`config.mk`:
```
export PLATFORM = sky130hd
export DESIGN_NAME = dcer_core
export DESIGN_NICKNAME = d
export VERILOG_FILES = /design/src/dcer_pkg.sv /design/src/dcer_timer.sv /design/src/dcer_core.sv
export SDC_FILE = /design/constraint.sdc
export NUM_CORES = 1
export LEC_CHECK = 0
export ABC_AREA = 1
export BUFFER_PORTS_ARGS = -buffer_cell sky130_fd_sc_hd__clkbuf_2
export CAP_MARGIN = 40
export CORE_UTILIZATION = 35
export DETAILED_ROUTE_END_ITERATION = 10
export PLACE_DENSITY = 0.54
export SLEW_MARGIN = 20
export SYNTH_ARGS = -nofsm -noshare
export SYNTH_HDL_FRONTEND = slang
export SYNTH_SLANG_ARGS = --single-unit
```
`constraint.sdc`:
```
create_clock -name clk_sys -period 9.5 [get_ports clk_sys]
set_clock_uncertainty 0.15 [all_clocks]
set_input_delay 0 -clock clk_sys [delete_from_list [all_inputs] [get_ports clk_sys]]
set_output_delay 0 -clock clk_sys [all_outputs]
set_load 0.005 [all_outputs]
```
`src/dcer_pkg.sv`:
```
// Package of constants for the disk controller error and run logic.
package dcer_pkg;
  // Clock rate in kHz, so that microsecond figures convert exactly.
  localparam int ClkKhz = 250000;
  // Timing figures as printed: select settle in tenths of a microsecond, the others in microseconds or milliseconds.
  localparam int SelectSettleTenthsUs = 15;
  localparam int RunHoldUs = 5;
  localparam int ReadSettleUs = 200;
  localparam int MissedXferMs = 130;
  // Cycle counts derived from the figures; least times round up.
  localparam int SelectSettleCycles = (SelectSettleTenthsUs * (ClkKhz / 1000) + 9) / 10;
  localparam int RunHoldCycles = RunHoldUs * (ClkKhz / 1000);
  localparam int ReadSettleCycles = ReadSettleUs * (ClkKhz / 1000);
  localparam longint MissedXferCycles = longint'(MissedXferMs) * longint'(ClkKhz);
  // Register offsets on the software port.
  localparam logic [3:0] AddrControl = 4'h0;
  localparam logic [3:0] AddrErrors = 4'h1;
  localparam logic [3:0] AddrStatus = 4'h2;
  // Counter widths.
  localparam int TimerWidth = 16;
  localparam int MissWidth = 26;
  // Run-state machine.
  typedef enum logic [1:0] {
    DCER_IDLE = 2'b00,
    DCER_RUN = 2'b01,
    DCER_HOLD = 2'b11
  } dcer_run_e;
endpackage

```
`src/dcer_timer.sv`:
```
// Retriggerable down-counter: busy for a fixed number of cycles after a trigger.
`timescale 1ns/1ps
`default_nettype none
module dcer_timer #(
  parameter int Width = 16
) (
  // Clock and reset.
  input wire logic clk_sys,
  input wire logic rst,
  // Control.
  input wire logic trigger,
  input wire logic [Width-1:0] loadValue,
  // Status.
  output logic running
);
  logic [Width-1:0] count;

  // Trigger reloads the count; it then runs down to zero.
  always_ff @(posedge clk_sys or posedge rst) begin
    if (rst) begin
      count <= '0;
    end else if (trigger) begin
      count <= loadValue;
    end else if (count != '0) begin
      count <= count - 1'b1;
    end
  end

  assign running = (count != '0);
endmodule
`default_nettype wire

```
`src/dcer_core.sv`:
```
// Error flags, interrupt request, track-run and read-disable logic of the disk controller.
`timescale 1ns/1ps
`default_nettype none
module dcer_core (
  // Clock and reset.
  input wire logic clk_sys,
  input wire logic rst,
  // Register port.
  input wire logic [3:0] regAddr,
  input wire logic [31:0] regWrData,
  input wire logic regWrite,
  input wire logic regRead,
  output logic [31:0] regRdData,
  // Drive pins, not synchronous to the controller.
  input wire logic timingTrackOkPin,
  input wire logic timingTrackErrPin,
  input wire logic writeLockoutPin,
  input wire logic selectErrorPin,
  // Controller timing and datapath (same clock).
  input wire logic cyclePulseOne,
  input wire logic cyclePulseTwo,
  input wire logic cyclePulseThree,
  input wire logic shiftLoadTime,
  input wire logic shiftBit17,
  input wire logic diskBit,
  input wire logic addressBit,
  input wire logic addressBitValid,
  input wire logic dataParityLeft,
  input wire logic readWordValid,
  input wire logic writeCheckLatch,
  input wire logic wantBufferToShift,
  input wire logic shiftToBufferStrobe,
  input wire logic channelEnable,
  input wire logic readBufferFull,
  input wire logic wordCountOverflow,
  input wire logic addressMatchRaw,
  input wire logic programSelect,
  input wire logic diskAddressTopCarry,
  input wire logic trackAddressCarry,
  input wire logic trackAddressClear,
  input wire logic diskRegisterClear,
  input wire logic illegalInstruction,
  input wire logic controllerClearLevel,
  // Flags to the controller.
  output logic bufferToShiftStrobe,
  output logic addressMatch,
  output logic readDisable,
  output logic timingTestEnable,
  output logic trackAddressIncrement,
  output logic diskAddressIncrement,
  output logic freezeCondition,
  output logic nonexistentDiskError,
  output logic transferComplete,
  output logic programInterrupt,
  output logic priorityInterrupt
);
  import dcer_pkg::*;

  // ******************************************************
  // Register offsets and control register
  // ******************************************************
  logic busy;
  logic interruptEnable;
  logic usePriority;
  logic maintenanceMode;
  logic opRead;
  logic opWrite;
  logic opWriteCheck;
  logic validFunction;

  // Software steers the function, busy and interrupt routing here.
  always_ff @(posedge clk_sys or posedge rst) begin
    if (rst) begin
      {maintenanceMode, usePriority, interruptEnable, busy} <= 4'h0;
      {opWriteCheck, opWrite, opRead} <= 3'h0;
    end else if (regWrite && regAddr == AddrControl) begin
      {maintenanceMode, usePriority, interruptEnable, busy} <= regWrData[3:0];
      {opWriteCheck, opWrite, opRead} <= regWrData[6:4];
    end
  end
  assign validFunction = opRead | opWrite | opWriteCheck;

  // ******************************************************
  // Pin synchronisers
  // ******************************************************
  logic [3:0] pinMeta;
  logic [3:0] pinSync;
  logic timingTrackOk;
  logic timingTrackErr;
  logic writeLockout;
  logic selectError;

  // Two flops before any logic reads a drive pin.
  always_ff @(posedge clk_sys or posedge rst) begin
    if (rst) begin
      pinMeta <= 4'h0;
      pinSync <= 4'h0;
    end else begin
      pinMeta <= {selectErrorPin, writeLockoutPin, timingTrackErrPin, timingTrackOkPin};
      pinSync <= pinMeta;
    end
  end
  // Maintenance forces timing ok, since simulated tracks are too slow.
  assign timingTrackOk = pinSync[0] | maintenanceMode;
  assign timingTrackErr = pinSync[1] & ~maintenanceMode;
  assign writeLockout = pinSync[2];
  assign selectError = pinSync[3];

  // ******************************************************
  // Track running and timing-test hold
  // ******************************************************
  dcer_run_e runState;
  logic trackRunning;
  logic holdRunning;

  // Sets on pulse three with a valid function; drops when timing ok drops.
  always_ff @(posedge clk_sys or posedge rst) begin
    if (rst) begin
      runState <= DCER_IDLE;
    end else begin
      unique case (runState)
        DCER_IDLE: begin
          if (validFunction && timingTrackOk && cyclePulseThree) begin
            runState <= DCER_RUN;
          end
        end
        DCER_RUN: begin
          if (!timingTrackOk) begin
            runState <= DCER_HOLD;
          end
        end
        DCER_HOLD: begin
          if (!holdRunning) begin
            runState <= DCER_IDLE;
          end
        end
        default: runState <= DCER_IDLE;
      endcase
    end
  end
  assign trackRunning = (runState == DCER_RUN);

  // Hold timer restarts while running, so it lasts 5 us past the drop.
  dcer_timer #(.Width(TimerWidth)) holdTimer (
    .clk_sys(clk_sys),
    .rst(rst),
    .trigger(trackRunning),
    .loadValue(TimerWidth'(RunHoldCycles)),
    .running(holdRunning)
  );
  assign timingTestEnable = trackRunning | (runState == DCER_HOLD);
  assign addressMatch = addressMatchRaw & trackRunning;

  // ******************************************************
  // Gap handling
  // ******************************************************
  // Loss of timing in the gap steps the track; a carry requests the next disk.
  assign trackAddressIncrement = trackRunning & ~timingTrackOk;
  always_ff @(posedge clk_sys or posedge rst) begin
    if (rst) begin
      diskAddressIncrement <= 1'b0;
    end else if (trackAddressCarry) begin
      diskAddressIncrement <= 1'b1;
    end else if (trackRunning && busy) begin
      diskAddressIncrement <= 1'b0;
    end
  end

  // ******************************************************
  // Read disable
  // ******************************************************
  logic settleTrigger;
  logic settleRunning;
  assign settleTrigger = trackAddressIncrement | trackAddressClear | bufferToShiftStrobe
                       | diskRegisterClear;
  dcer_timer #(.Width(TimerWidth)) settleTimer (
    .clk_sys(clk_sys),
    .rst(rst),
    .trigger(settleTrigger),
    .loadValue(TimerWidth'(ReadSettleCycles)),
    .running(settleRunning)
  );
  assign readDisable = settleRunning & ~maintenanceMode;

  // ******************************************************
  // Address parity tracker
  // ******************************************************
  logic addressParityTracker;
  // Running parity toggles on each one bit; flag left set means odd.
  always_ff @(posedge clk_sys or posedge rst) begin
    if (rst) begin
      addressParityTracker <= 1'b0;
    end else if (cyclePulseThree || trackRunning) begin
      addressParityTracker <= 1'b0;
    end else if (addressBitValid && addressBit) begin
      addressParityTracker <= ~addressParityTracker;
    end
  end

  // ******************************************************
  // Error flags
  // ******************************************************
  logic writeCheckError;
  logic addressParityError;
  logic dataParityError;
  logic writeLockoutError;
  logic programSelectError;
  logic sequenceError;
  logic missedTransferError;
  logic channelTimingError;
  logic stopFlag;
  logic programErrorFlag;
  logic timingError;
  logic combinedError;

  // Sticky flags; set wins over the clear level.
  always_ff @(posedge clk_sys or posedge rst) begin
    if (rst) begin
      writeCheckError <= 1'b0;
    end else if (opWriteCheck && shiftLoadTime && shiftBit17 != diskBit) begin
      writeCheckError <= 1'b1;
    end else if (controllerClearLevel) begin
      writeCheckError <= 1'b0;
    end
  end

  always_ff @(posedge clk_sys or posedge rst) begin
    if (rst) begin
      timingError <= 1'b0;
    end else if (timingTestEnable && timingTrackErr) begin
      timingError <= 1'b1;
    end else if (controllerClearLevel) begin
      timingError <= 1'b0;
    end
  end

  always_ff @(posedge clk_sys or posedge rst) begin
    if (rst) begin
      addressParityError <= 1'b0;
    end else if (cyclePulseTwo && addressParityTracker) begin
      addressParityError <= 1'b1;
    end else if (controllerClearLevel) begin
      addressParityError <= 1'b0;
    end
  end

  always_ff @(posedge clk_sys or posedge rst) begin
    if (rst) begin
      dataParityError <= 1'b0;
    end else if (cyclePulseTwo && dataParityLeft && opRead
                 && (readWordValid || writeCheckLatch)) begin
      dataParityError <= 1'b1;
    end else if (controllerClearLevel) begin
      dataParityError <= 1'b0;
    end
  end

  always_ff @(posedge clk_sys or posedge rst) begin
    if (rst) begin
      writeLockoutError <= 1'b0;
    end else if (cyclePulseTwo && writeLockout && opWrite
                 && !dataParityError && !addressParityError) begin
      writeLockoutError <= 1'b1;
    end else if (controllerClearLevel) begin
      writeLockoutError <= 1'b0;
    end
  end
  // Lockout stops the write before the shift register is ever loaded.
  assign bufferToShiftStrobe = wantBufferToShift & ~writeLockout & ~writeLockoutError;

  // Program select waits for selection logic to settle before sampling.
  logic selectSettling;
  logic selectPending;
  dcer_timer #(.Width(TimerWidth)) selectTimer (
    .clk_sys(clk_sys),
    .rst(rst),
    .trigger(programSelect),
    .loadValue(TimerWidth'(SelectSettleCycles)),
    .running(selectSettling)
  );
  always_ff @(posedge clk_sys or posedge rst) begin
    if (rst) begin
      selectPending <= 1'b0;
    end else if (programSelect) begin
      selectPending <= 1'b1;
    end else if (!selectSettling) begin
      selectPending <= 1'b0;
    end
  end
  always_ff @(posedge clk_sys or posedge rst) begin
    if (rst) begin
      programSelectError <= 1'b0;
    end else if (selectPending && !selectSettling && !programSelect && selectError) begin
      programSelectError <= 1'b1;
    end else if (controllerClearLevel) begin
      programSelectError <= 1'b0;
    end
  end

  // Delayed increment request, gated with busy and buffer not full.
  always_ff @(posedge clk_sys or posedge rst) begin
    if (rst) begin
      sequenceError <= 1'b0;
    end else if (diskAddressIncrement && busy && !readBufferFull
                 && (selectError || diskAddressTopCarry)) begin
      sequenceError <= 1'b1;
    end else if (controllerClearLevel) begin
      sequenceError <= 1'b0;
    end
  end
  assign nonexistentDiskError = programSelectError | sequenceError;

  // Missed transfer: busy too long with no channel enable.
  logic [MissWidth-1:0] missCount;
  always_ff @(posedge clk_sys or posedge rst) begin
    if (rst) begin
      missCount <= '0;
    end else if (!busy || channelEnable) begin
      missCount <= '0;
    end else if (missCount != MissWidth'(MissedXferCycles)) begin
      missCount <= missCount + 1'b1;
    end
  end
  always_ff @(posedge clk_sys or posedge rst) begin
    if (rst) begin
      missedTransferError <= 1'b0;
    end else if (missCount == MissWidth'(MissedXferCycles)) begin
      missedTransferError <= 1'b1;
    end else if (controllerClearLevel) begin
      missedTransferError <= 1'b0;
    end
  end

  // Watches arm at pulse one; the proper strobe must clear them by pulse three.
  logic readTimingWatch;
  logic loadTimingWatch;
  always_ff @(posedge clk_sys or posedge rst) begin
    if (rst) begin
      readTimingWatch <= 1'b0;
      loadTimingWatch <= 1'b0;
    end else begin
      if (cyclePulseOne && opRead && !opWriteCheck) begin
        readTimingWatch <= 1'b1;
      end else if (shiftToBufferStrobe || cyclePulseThree) begin
        readTimingWatch <= 1'b0;
      end
      if (cyclePulseOne && (opWrite || opWriteCheck)) begin
        loadTimingWatch <= 1'b1;
      end else if (bufferToShiftStrobe || cyclePulseThree) begin
        loadTimingWatch <= 1'b0;
      end
    end
  end
  always_ff @(posedge clk_sys or posedge rst) begin
    if (rst) begin
      channelTimingError <= 1'b0;
    end else if (cyclePulseThree && readTimingWatch && !shiftToBufferStrobe) begin
      channelTimingError <= 1'b1;
    end else if (cyclePulseThree && loadTimingWatch && !bufferToShiftStrobe) begin
      channelTimingError <= 1'b1;
    end else if (controllerClearLevel) begin
      channelTimingError <= 1'b0;
    end
  end

  // Stop latches an illegal instruction while busy and sets program error.
  always_ff @(posedge clk_sys or posedge rst) begin
    if (rst) begin
      stopFlag <= 1'b0;
      programErrorFlag <= 1'b0;
    end else begin
      if (illegalInstruction && busy) begin
        stopFlag <= 1'b1;
      end else if (controllerClearLevel) begin
        stopFlag <= 1'b0;
      end
      if (stopFlag) begin
        programErrorFlag <= 1'b1;
      end else if (controllerClearLevel) begin
        programErrorFlag <= 1'b0;
      end
    end
  end

  assign freezeCondition = timingError | addressParityError;
  assign combinedError = writeCheckError | timingError | addressParityError | dataParityError
                       | writeLockoutError | nonexistentDiskError | missedTransferError
                       | channelTimingError | programErrorFlag;

  // ******************************************************
  // Interrupt request
  // ******************************************************
  logic interruptRequest;
  // Busy gating makes a write finish its last word before completion shows.
  assign transferComplete = wordCountOverflow & ~busy;
  assign interruptRequest = interruptEnable & (transferComplete | combinedError);
  assign programInterrupt = interruptRequest & ~usePriority;
  assign priorityInterrupt = interruptRequest & usePriority;

  // ******************************************************
  // Read port
  // ******************************************************
  // Unmapped offsets read as zero; data stand only in the cycle after the strobe.
  always_ff @(posedge clk_sys or posedge rst) begin
    if (rst) begin
      regRdData <= 32'h0;
    end else if (regRead) begin
      unique case (regAddr)
        AddrControl: regRdData <= {25'h0, opWriteCheck, opWrite, opRead, maintenanceMode,
                                   usePriority, interruptEnable, busy};
        AddrErrors: regRdData <= {21'h0, combinedError, programErrorFlag, channelTimingError,
                                  missedTransferError, sequenceError, programSelectError,
                                  writeLockoutError, dataParityError, addressParityError,
                                  writeCheckError, timingError};
        AddrStatus: regRdData <= {26'h0, readDisable, freezeCondition, transferComplete,
                                  diskAddressIncrement, timingTestEnable, trackRunning};
        default: regRdData <= 32'h0;
      endcase
    end else begin
      regRdData <= 32'h0;
    end
  end
endmodule
`default_nettype wire

```
# Yosys cells after proc, flatten, opt, wreduce, memory -nomap -nowiden

Index checks and enable logic that the tools add are counted.

Add/subtract/negate cells: 4
Multiply operators: 0
Divide/modulo/power cells: 0
$lt $le $gt $ge: 0
Eq/ne operators: 11
Shifts and indexed selects: 0
Mux-type cells: 37
Bitwise gates (word level): 35
Reduce and logical (&&, ||, !) cells: 71

Operators with widths:

| operator                                              | count |
|---|---|
| two-way mux 16 bit                                    | 6 |
| two-way mux 26 bit                                    | 2 |
| nonzero test 16 bit                                   | 3 |
| subtractor 16 x 1 -> 16 bit, second input constant    | 3 |
| nonzero test 2 bit                                    | 18 |
| one-hot mux 11 bit (3 select lines)                   | 1 |
| two-way mux 32 bit                                    | 1 |
| logical AND 1 bit                                     | 30 |
| adder 26 x 1 -> 26 bit, second input constant         | 1 |
| equality test 26 x 25 -> 1 bit, second input constant | 1 |
| != test 26 x 25 -> 1 bit, second input constant       | 1 |
| two-way mux 1 bit                                     | 23 |
| OR 1 bit                                              | 18 |
| AND 1 bit                                             | 10 |
| zero test 1 bit                                       | 9 |
| != test 2 bit, second input constant                  | 4 |
| logical OR 1 bit                                      | 7 |
| inverter 1 bit                                        | 7 |
| two-way mux 2 bit                                     | 3 |
| one-hot mux 2 bit (3 select lines)                    | 1 |
| equality test 4 x 1 -> 1 bit, second input constant   | 1 |
| equality test 4 x 2 -> 1 bit, second input constant   | 1 |
| zero test 4 bit                                       | 1 |
| AND reduction 3 bit                                   | 1 |
| 5 further kinds                                       | 5 |

Register bits: 139
Bits in latches: 0
RAM bits: 0
ROM bits: 0
Input port bits: 68
Output and inout port bits: 43
Logic and storage cells: 189
Memories kept: 0

# Logic depth before layout (Yosys ltp)

Word-level depth: 11
Mapped depth: 9
Mapped depth without buffers: 9

# Cells and area by module

A second synthesis with hierarchy kept.

Cells, all modules: 992
Area total of the unflattened synthesis: 7109.3 µm²

By module, submodules not included:

| module     | instances | cells an instance | area an instance (µm²) | seq. area each (µm²) |
|---|---|---|---|---|
| dcer_core  | 1         | 479               | 3652.3                 | 1751.7 |
| dcer_timer | 3         | 171               | 1152.4                 | 400.4 |

# Least setup slack after synthesis

Ideal clock, no wire load.

Path kind: reg-to-reg
Start point: reg holdTimer.count[0]
End point: reg holdTimer.count[11]
Library setup time: 0.119 ns
Arrival: 1.283 ns
Data required time: 9.231 ns
Slack: 7.949 ns
Stages on the path, launching flop included: 8
Buffers on the path: 0
Clock period less this slack: 1.551 ns
Path through: dfrtp_1 -> inv_1 -> ha_1 -> inv_1 -> nor3_2 -> nand3_1 -> inv_2 -> nor2_1

Cells in the longest elaborated chain, start to end: 3
Elaborated cells on any way between the ends: 5
Classes of those cells: add/sub: 1; mux: 2; reduce/logical: 2

RTL lines:

| element                     | line             | RTL |
|---|---|---|
| from (decl)                 | dcer_timer.sv:16 | `logic [Width-1:0] count;` |
| from (signal assigned)      | dcer_timer.sv:23 | `count <= loadValue;` |
| from (signal assigned)      | dcer_timer.sv:25 | `count <= count - 1'b1;` |
| subtractor 16 x 1 -> 16 bit | dcer_timer.sv:25 |  |
| two-way mux 16 bit          | dcer_timer.sv:24 | `end else if (count != '0) begin` |
| two-way mux 16 bit          | dcer_timer.sv:22 | `end else if (trigger) begin` |

Parallel ways exist; a longest one is shown, timed or not. The select of a mux whose other input is x is not followed.
A chain may end at the register's enable or synchronous reset.

# Worst setup path in the final report

Start point: in regAddr[2]
End point: reg regRdData[0]

Cells in the longest elaborated chain, start to end: 3
Elaborated cells on any way between the ends: 5
Classes of those cells: eq/ne: 2; mux: 2; reduce/logical: 1

RTL lines:

| element                                              | line             | RTL |
|---|---|---|
| from (decl)                                          | dcer_core.sv:9   | `input wire logic [3:0] regAddr,` |
| equality test 4 x 2 -> 1 bit (tied with other cells) | dcer_core.sv:408 | `unique case (regAddr)` |
| one-hot mux 11 bit (3 select lines) *                | dcer_core.sv:408 |  |
| two-way mux 32 bit *                                 | dcer_core.sv:407 | `end else if (regRead) begin` |
| to (signal assigned)                                 | dcer_core.sv:409 | `AddrControl: regRdData <= {25'h0, opWriteCheck, opWrite, opRead, maintenanceMode,` |
| to (signal assigned)                                 | dcer_core.sv:411 | `AddrErrors: regRdData <= {21'h0, combinedError, programErrorFlag, channelTimingError,` |
| to (signal assigned)                                 | dcer_core.sv:415 | `AddrStatus: regRdData <= {26'h0, readDisable, freezeCondition, transferComplete,` |
| to (decl)                                            | dcer_core.sv:13  | `output logic [31:0] regRdData,` |

Mark *: on every way between the ends. The rest lies on a longest branch, timed or not.

==> summary.md <==
| Metric | Value |
|---|---|
| Maxcap violations | `0` |
| Ports | `~110` |
| Status | `finished, final reports clean` |
| Port Buffers | `64` |
| Vias in the first global route | `about 5.8k` |
| Global Route Usage Sum | `18.8%` |
| Drt wl/cell | `about 13 um` |
| Top FF cell, synth | `dfrtp_1` |
| Via density | `4.67` |
| Die H | `~140 um` |
| Seq/Total Area, Yosys | `44.2%` |
| Die ar. | `between 15000 and 20000 um^2` |
| Most frequent cells in the layout | `nand2_1 (229), nor2_1 (170), inv_1 (128), dfrtp_1 (118), nand3_1 (95)` |
| Antenna diodes | `0` |
| Pwr dens | `approximately 180 nW/um^2` |
| Post-Syn Area | `roughly 6700 um^2` |
| Fin crit period | `about 3000 ps` |
| Cts bufs inserted | `17` |
| Final Hold Vio Count | `0` |
| Data arrival time of the worst path | `around 3100 ps` |
| Avg Inst Size Synth | `about 7 um^2` |
| Place WS | `slightly above 7000 ps` |
| Max Transition Viols Final | `0` |
| Hold crit path type | `input port to flip-flop` |
| Post-route setup TNS | `0 ps` |
| Rel. slew slack | `between 40 and 50%` |
| Detailed router's first-iteration violation count | `approximately 370` |
| Post-route ant nets | `0` |
| Worst vdd ir | `around 150 uV` |
| Multi-input logic area | `a little over 3000 um^2` |
| CTS tree | `yes` |
| RSZ-0062 raised after global routing | `no` |
| First drt pass iteration count | `5` |
| Final setup vio count | `0` |
| Tcrit/Tclk final | `a little under a third` |
| Critical path type | `input port to flip-flop` |
| Post-Synthesis Cells | `933` |
| H-Tree Depth | `4` |
| CP Launch Type | `input port` |
| Die X | `~140 um` |
| Warnings, synthesis | `0` |
| WL final | `17300 um` |
| Flip-flop and latch area | `about 3000 um^2` |
| Fmax | `343 MHz` |
| Sinks on Clock Net | `roughly 120` |
| Layout net count | `approximately 1.1k` |
| Total core area | `approximately 19000 um^2` |
| Crit. End Element | `flip-flop` |
| Largest net degree at the start of global routing | `46` |
| DRC | `0` |
| Power Total | `between 1 and 1.5 mW` |
| Row count | `50` |
| Skew-Pair Late Insertion Delay | `~420 ps` |
| Detailed placement HPWL | `about 13000 um` |
| Async set or reset register ratio after synthesis | `100%` |
| Maximum buffer depth of the clock tree | `2` |
| First-pass GRT wire length | `28800 um` |
| Via count | `around 6k` |
| Min setup slack post-route | `6580 ps` |
| Clk slew on worst S/H paths | `approximately 60 ps` |
| GPL Wtd Cong | `between 0.8 and 0.9` |
| Leak | `approximately 4.2 nW` |
| Initial Util | `35.7%` |
| # fillers | `between 1.5k and 2k` |
| Number of antenna violations at the first check in global routing | `0` |
| Root Driver | `clkbuf_16` |
| Hold slack final | `between 10 and 15 ps` |
| Worst endpoint required time | `9710 ps` |
| Post-synth EDFFs | `0` |
| Synth cell types | `40` |
| Area Overhead vs Synth | `24.6%` |
| Worst-path maximum fanout | `5` |
| Post-synthesis sequential element count | `about 120` |
| Worst-margin pin slew | `782 ps` |
| Commonest non-fill, non-tap cell in the layout | `nand2_1` |
| Share of layout cells above drive strength 1 | `between 10% and 20%` |
| GRT overflow | `0` |
[power breakdown]
part | internal, mW | switching (mW) | total [mW] | leakage (nW)
clock network | 0.432 | 0.237 | 0.669 | 0.302
registers | 0.541 | 0.0319 | 0.573 | 1.48
logic | 0.0856 | 0.147 | 0.233 | 2.42
[Yosys cell counts (all sizes together) (3+ instances only)]
cell	instances	share of area [%]
nand2	241	14
or2	6	0.56
nand3	96	7.3
xor2	4	0.52
o21ai	39	2.9
o211ai	3	0.34
buf	25	2.8
a21oi	22	1.7
xnor2	3	0.39
inv	133	7.5
nor3	9	0.75
nand4	14	1.3
ha	7	1.3
clkbuf	6	0.49
o21bai	3	0.34
nor2	191	12
dfrtp	118	44
[layer usage]
layer | track usage [%] | routed length [um] | vias to the layer above
met5 | 0 | 0 | -
met4 | 5.44 | 212 | 0
met3 | 3.76 | 637 | 16
met2 | 30.4 | 8050 | 122
met1 | 25.5 | 8440 | 2824
li1 | - | - | 3127
[repair_timing]
action	in CTS	in global routing
setup endpoints to repair	0	0
hold buffers	49	0
gates resized for setup	0	0
endpoints found under the hold margin	121	0
buffers inserted	0	0
[stage by stage]
stage | utilization, % | area, um^2 | instances
2_1_floorplan | - | 6750 | 953
4_1_cts | 44.3 | 8290 | 1303
3_5_place_dp | 38.4 | 7180 | 1222
3_3_place_gp | 38.2 | 7150 | 1221
6_report | 44.5 | 8320 | 1305
5_1_grt | 44.5 | 8320 | 1305
[worst max-delay path, stage by stage]
cell and delay [ps]:
dlygate4sd3_1 540, clkbuf_2 100, nor2_1 120, dlygate4sd3_1 570, nand2_1 70, nor2_2 190, dlygate4sd3_1 730, nand2_1 80
nand3_1 80, dlygate4sd3_1 540, nand2_1 50, inv_1 60
[layout make-up]
type	count	share of cell area, %
Clock buffer	20	5.61
Clock inverter	12	1.82
Inverter	133	6.03
Multi-Input combinational cell	671	37.0
Sequential cell	118	35.5
Tap cell	234	3.52
Timing Repair Buffer	117	10.5
[path summary, 6_finish.rpt]
kind	from	endpoint	slack (ps)	cells after the start
max	regAddr[2]	regRdData[0]$_DFF_PP0_	6580	12
min	regAddr[3]	regRdData[1]$_DFF_PP0_	10	8
max reg2reg	runState[0]$_DFFE_PP0P_	addressParityTracker$_DFFE_PP0P_	7370	5
min reg2reg	pinMeta[3]$_DFF_PP0_	pinSync[3]$_DFF_PP0_	200	0
max in group asynchronous	rst	regRdData[0]$_DFF_PP0_	8060	5
min in group asynchronous	rst	missCount[18]$_DFFE_PP0P_	30	3
[flip-flops by register name, summed over array words and instances, names as in the netlist, 2 cells and up]
name and count:
regRdData 11, runState 2, pinSync 4, holdTimer.count 16, missCount 26, selectTimer.count 16
settleTimer.count 16, pinMeta 4
[kinds of logic after synthesis]
kind of cell    share of synthesized area, %
compound gates                          6.15
buf+inv                                 10.8
fa+ha+maj                               1.31
xor+xnor                               0.918
flops                                   44.2
simple gates                            36.6
other cells                           0.0562
(Power assumes the default switching activity.)
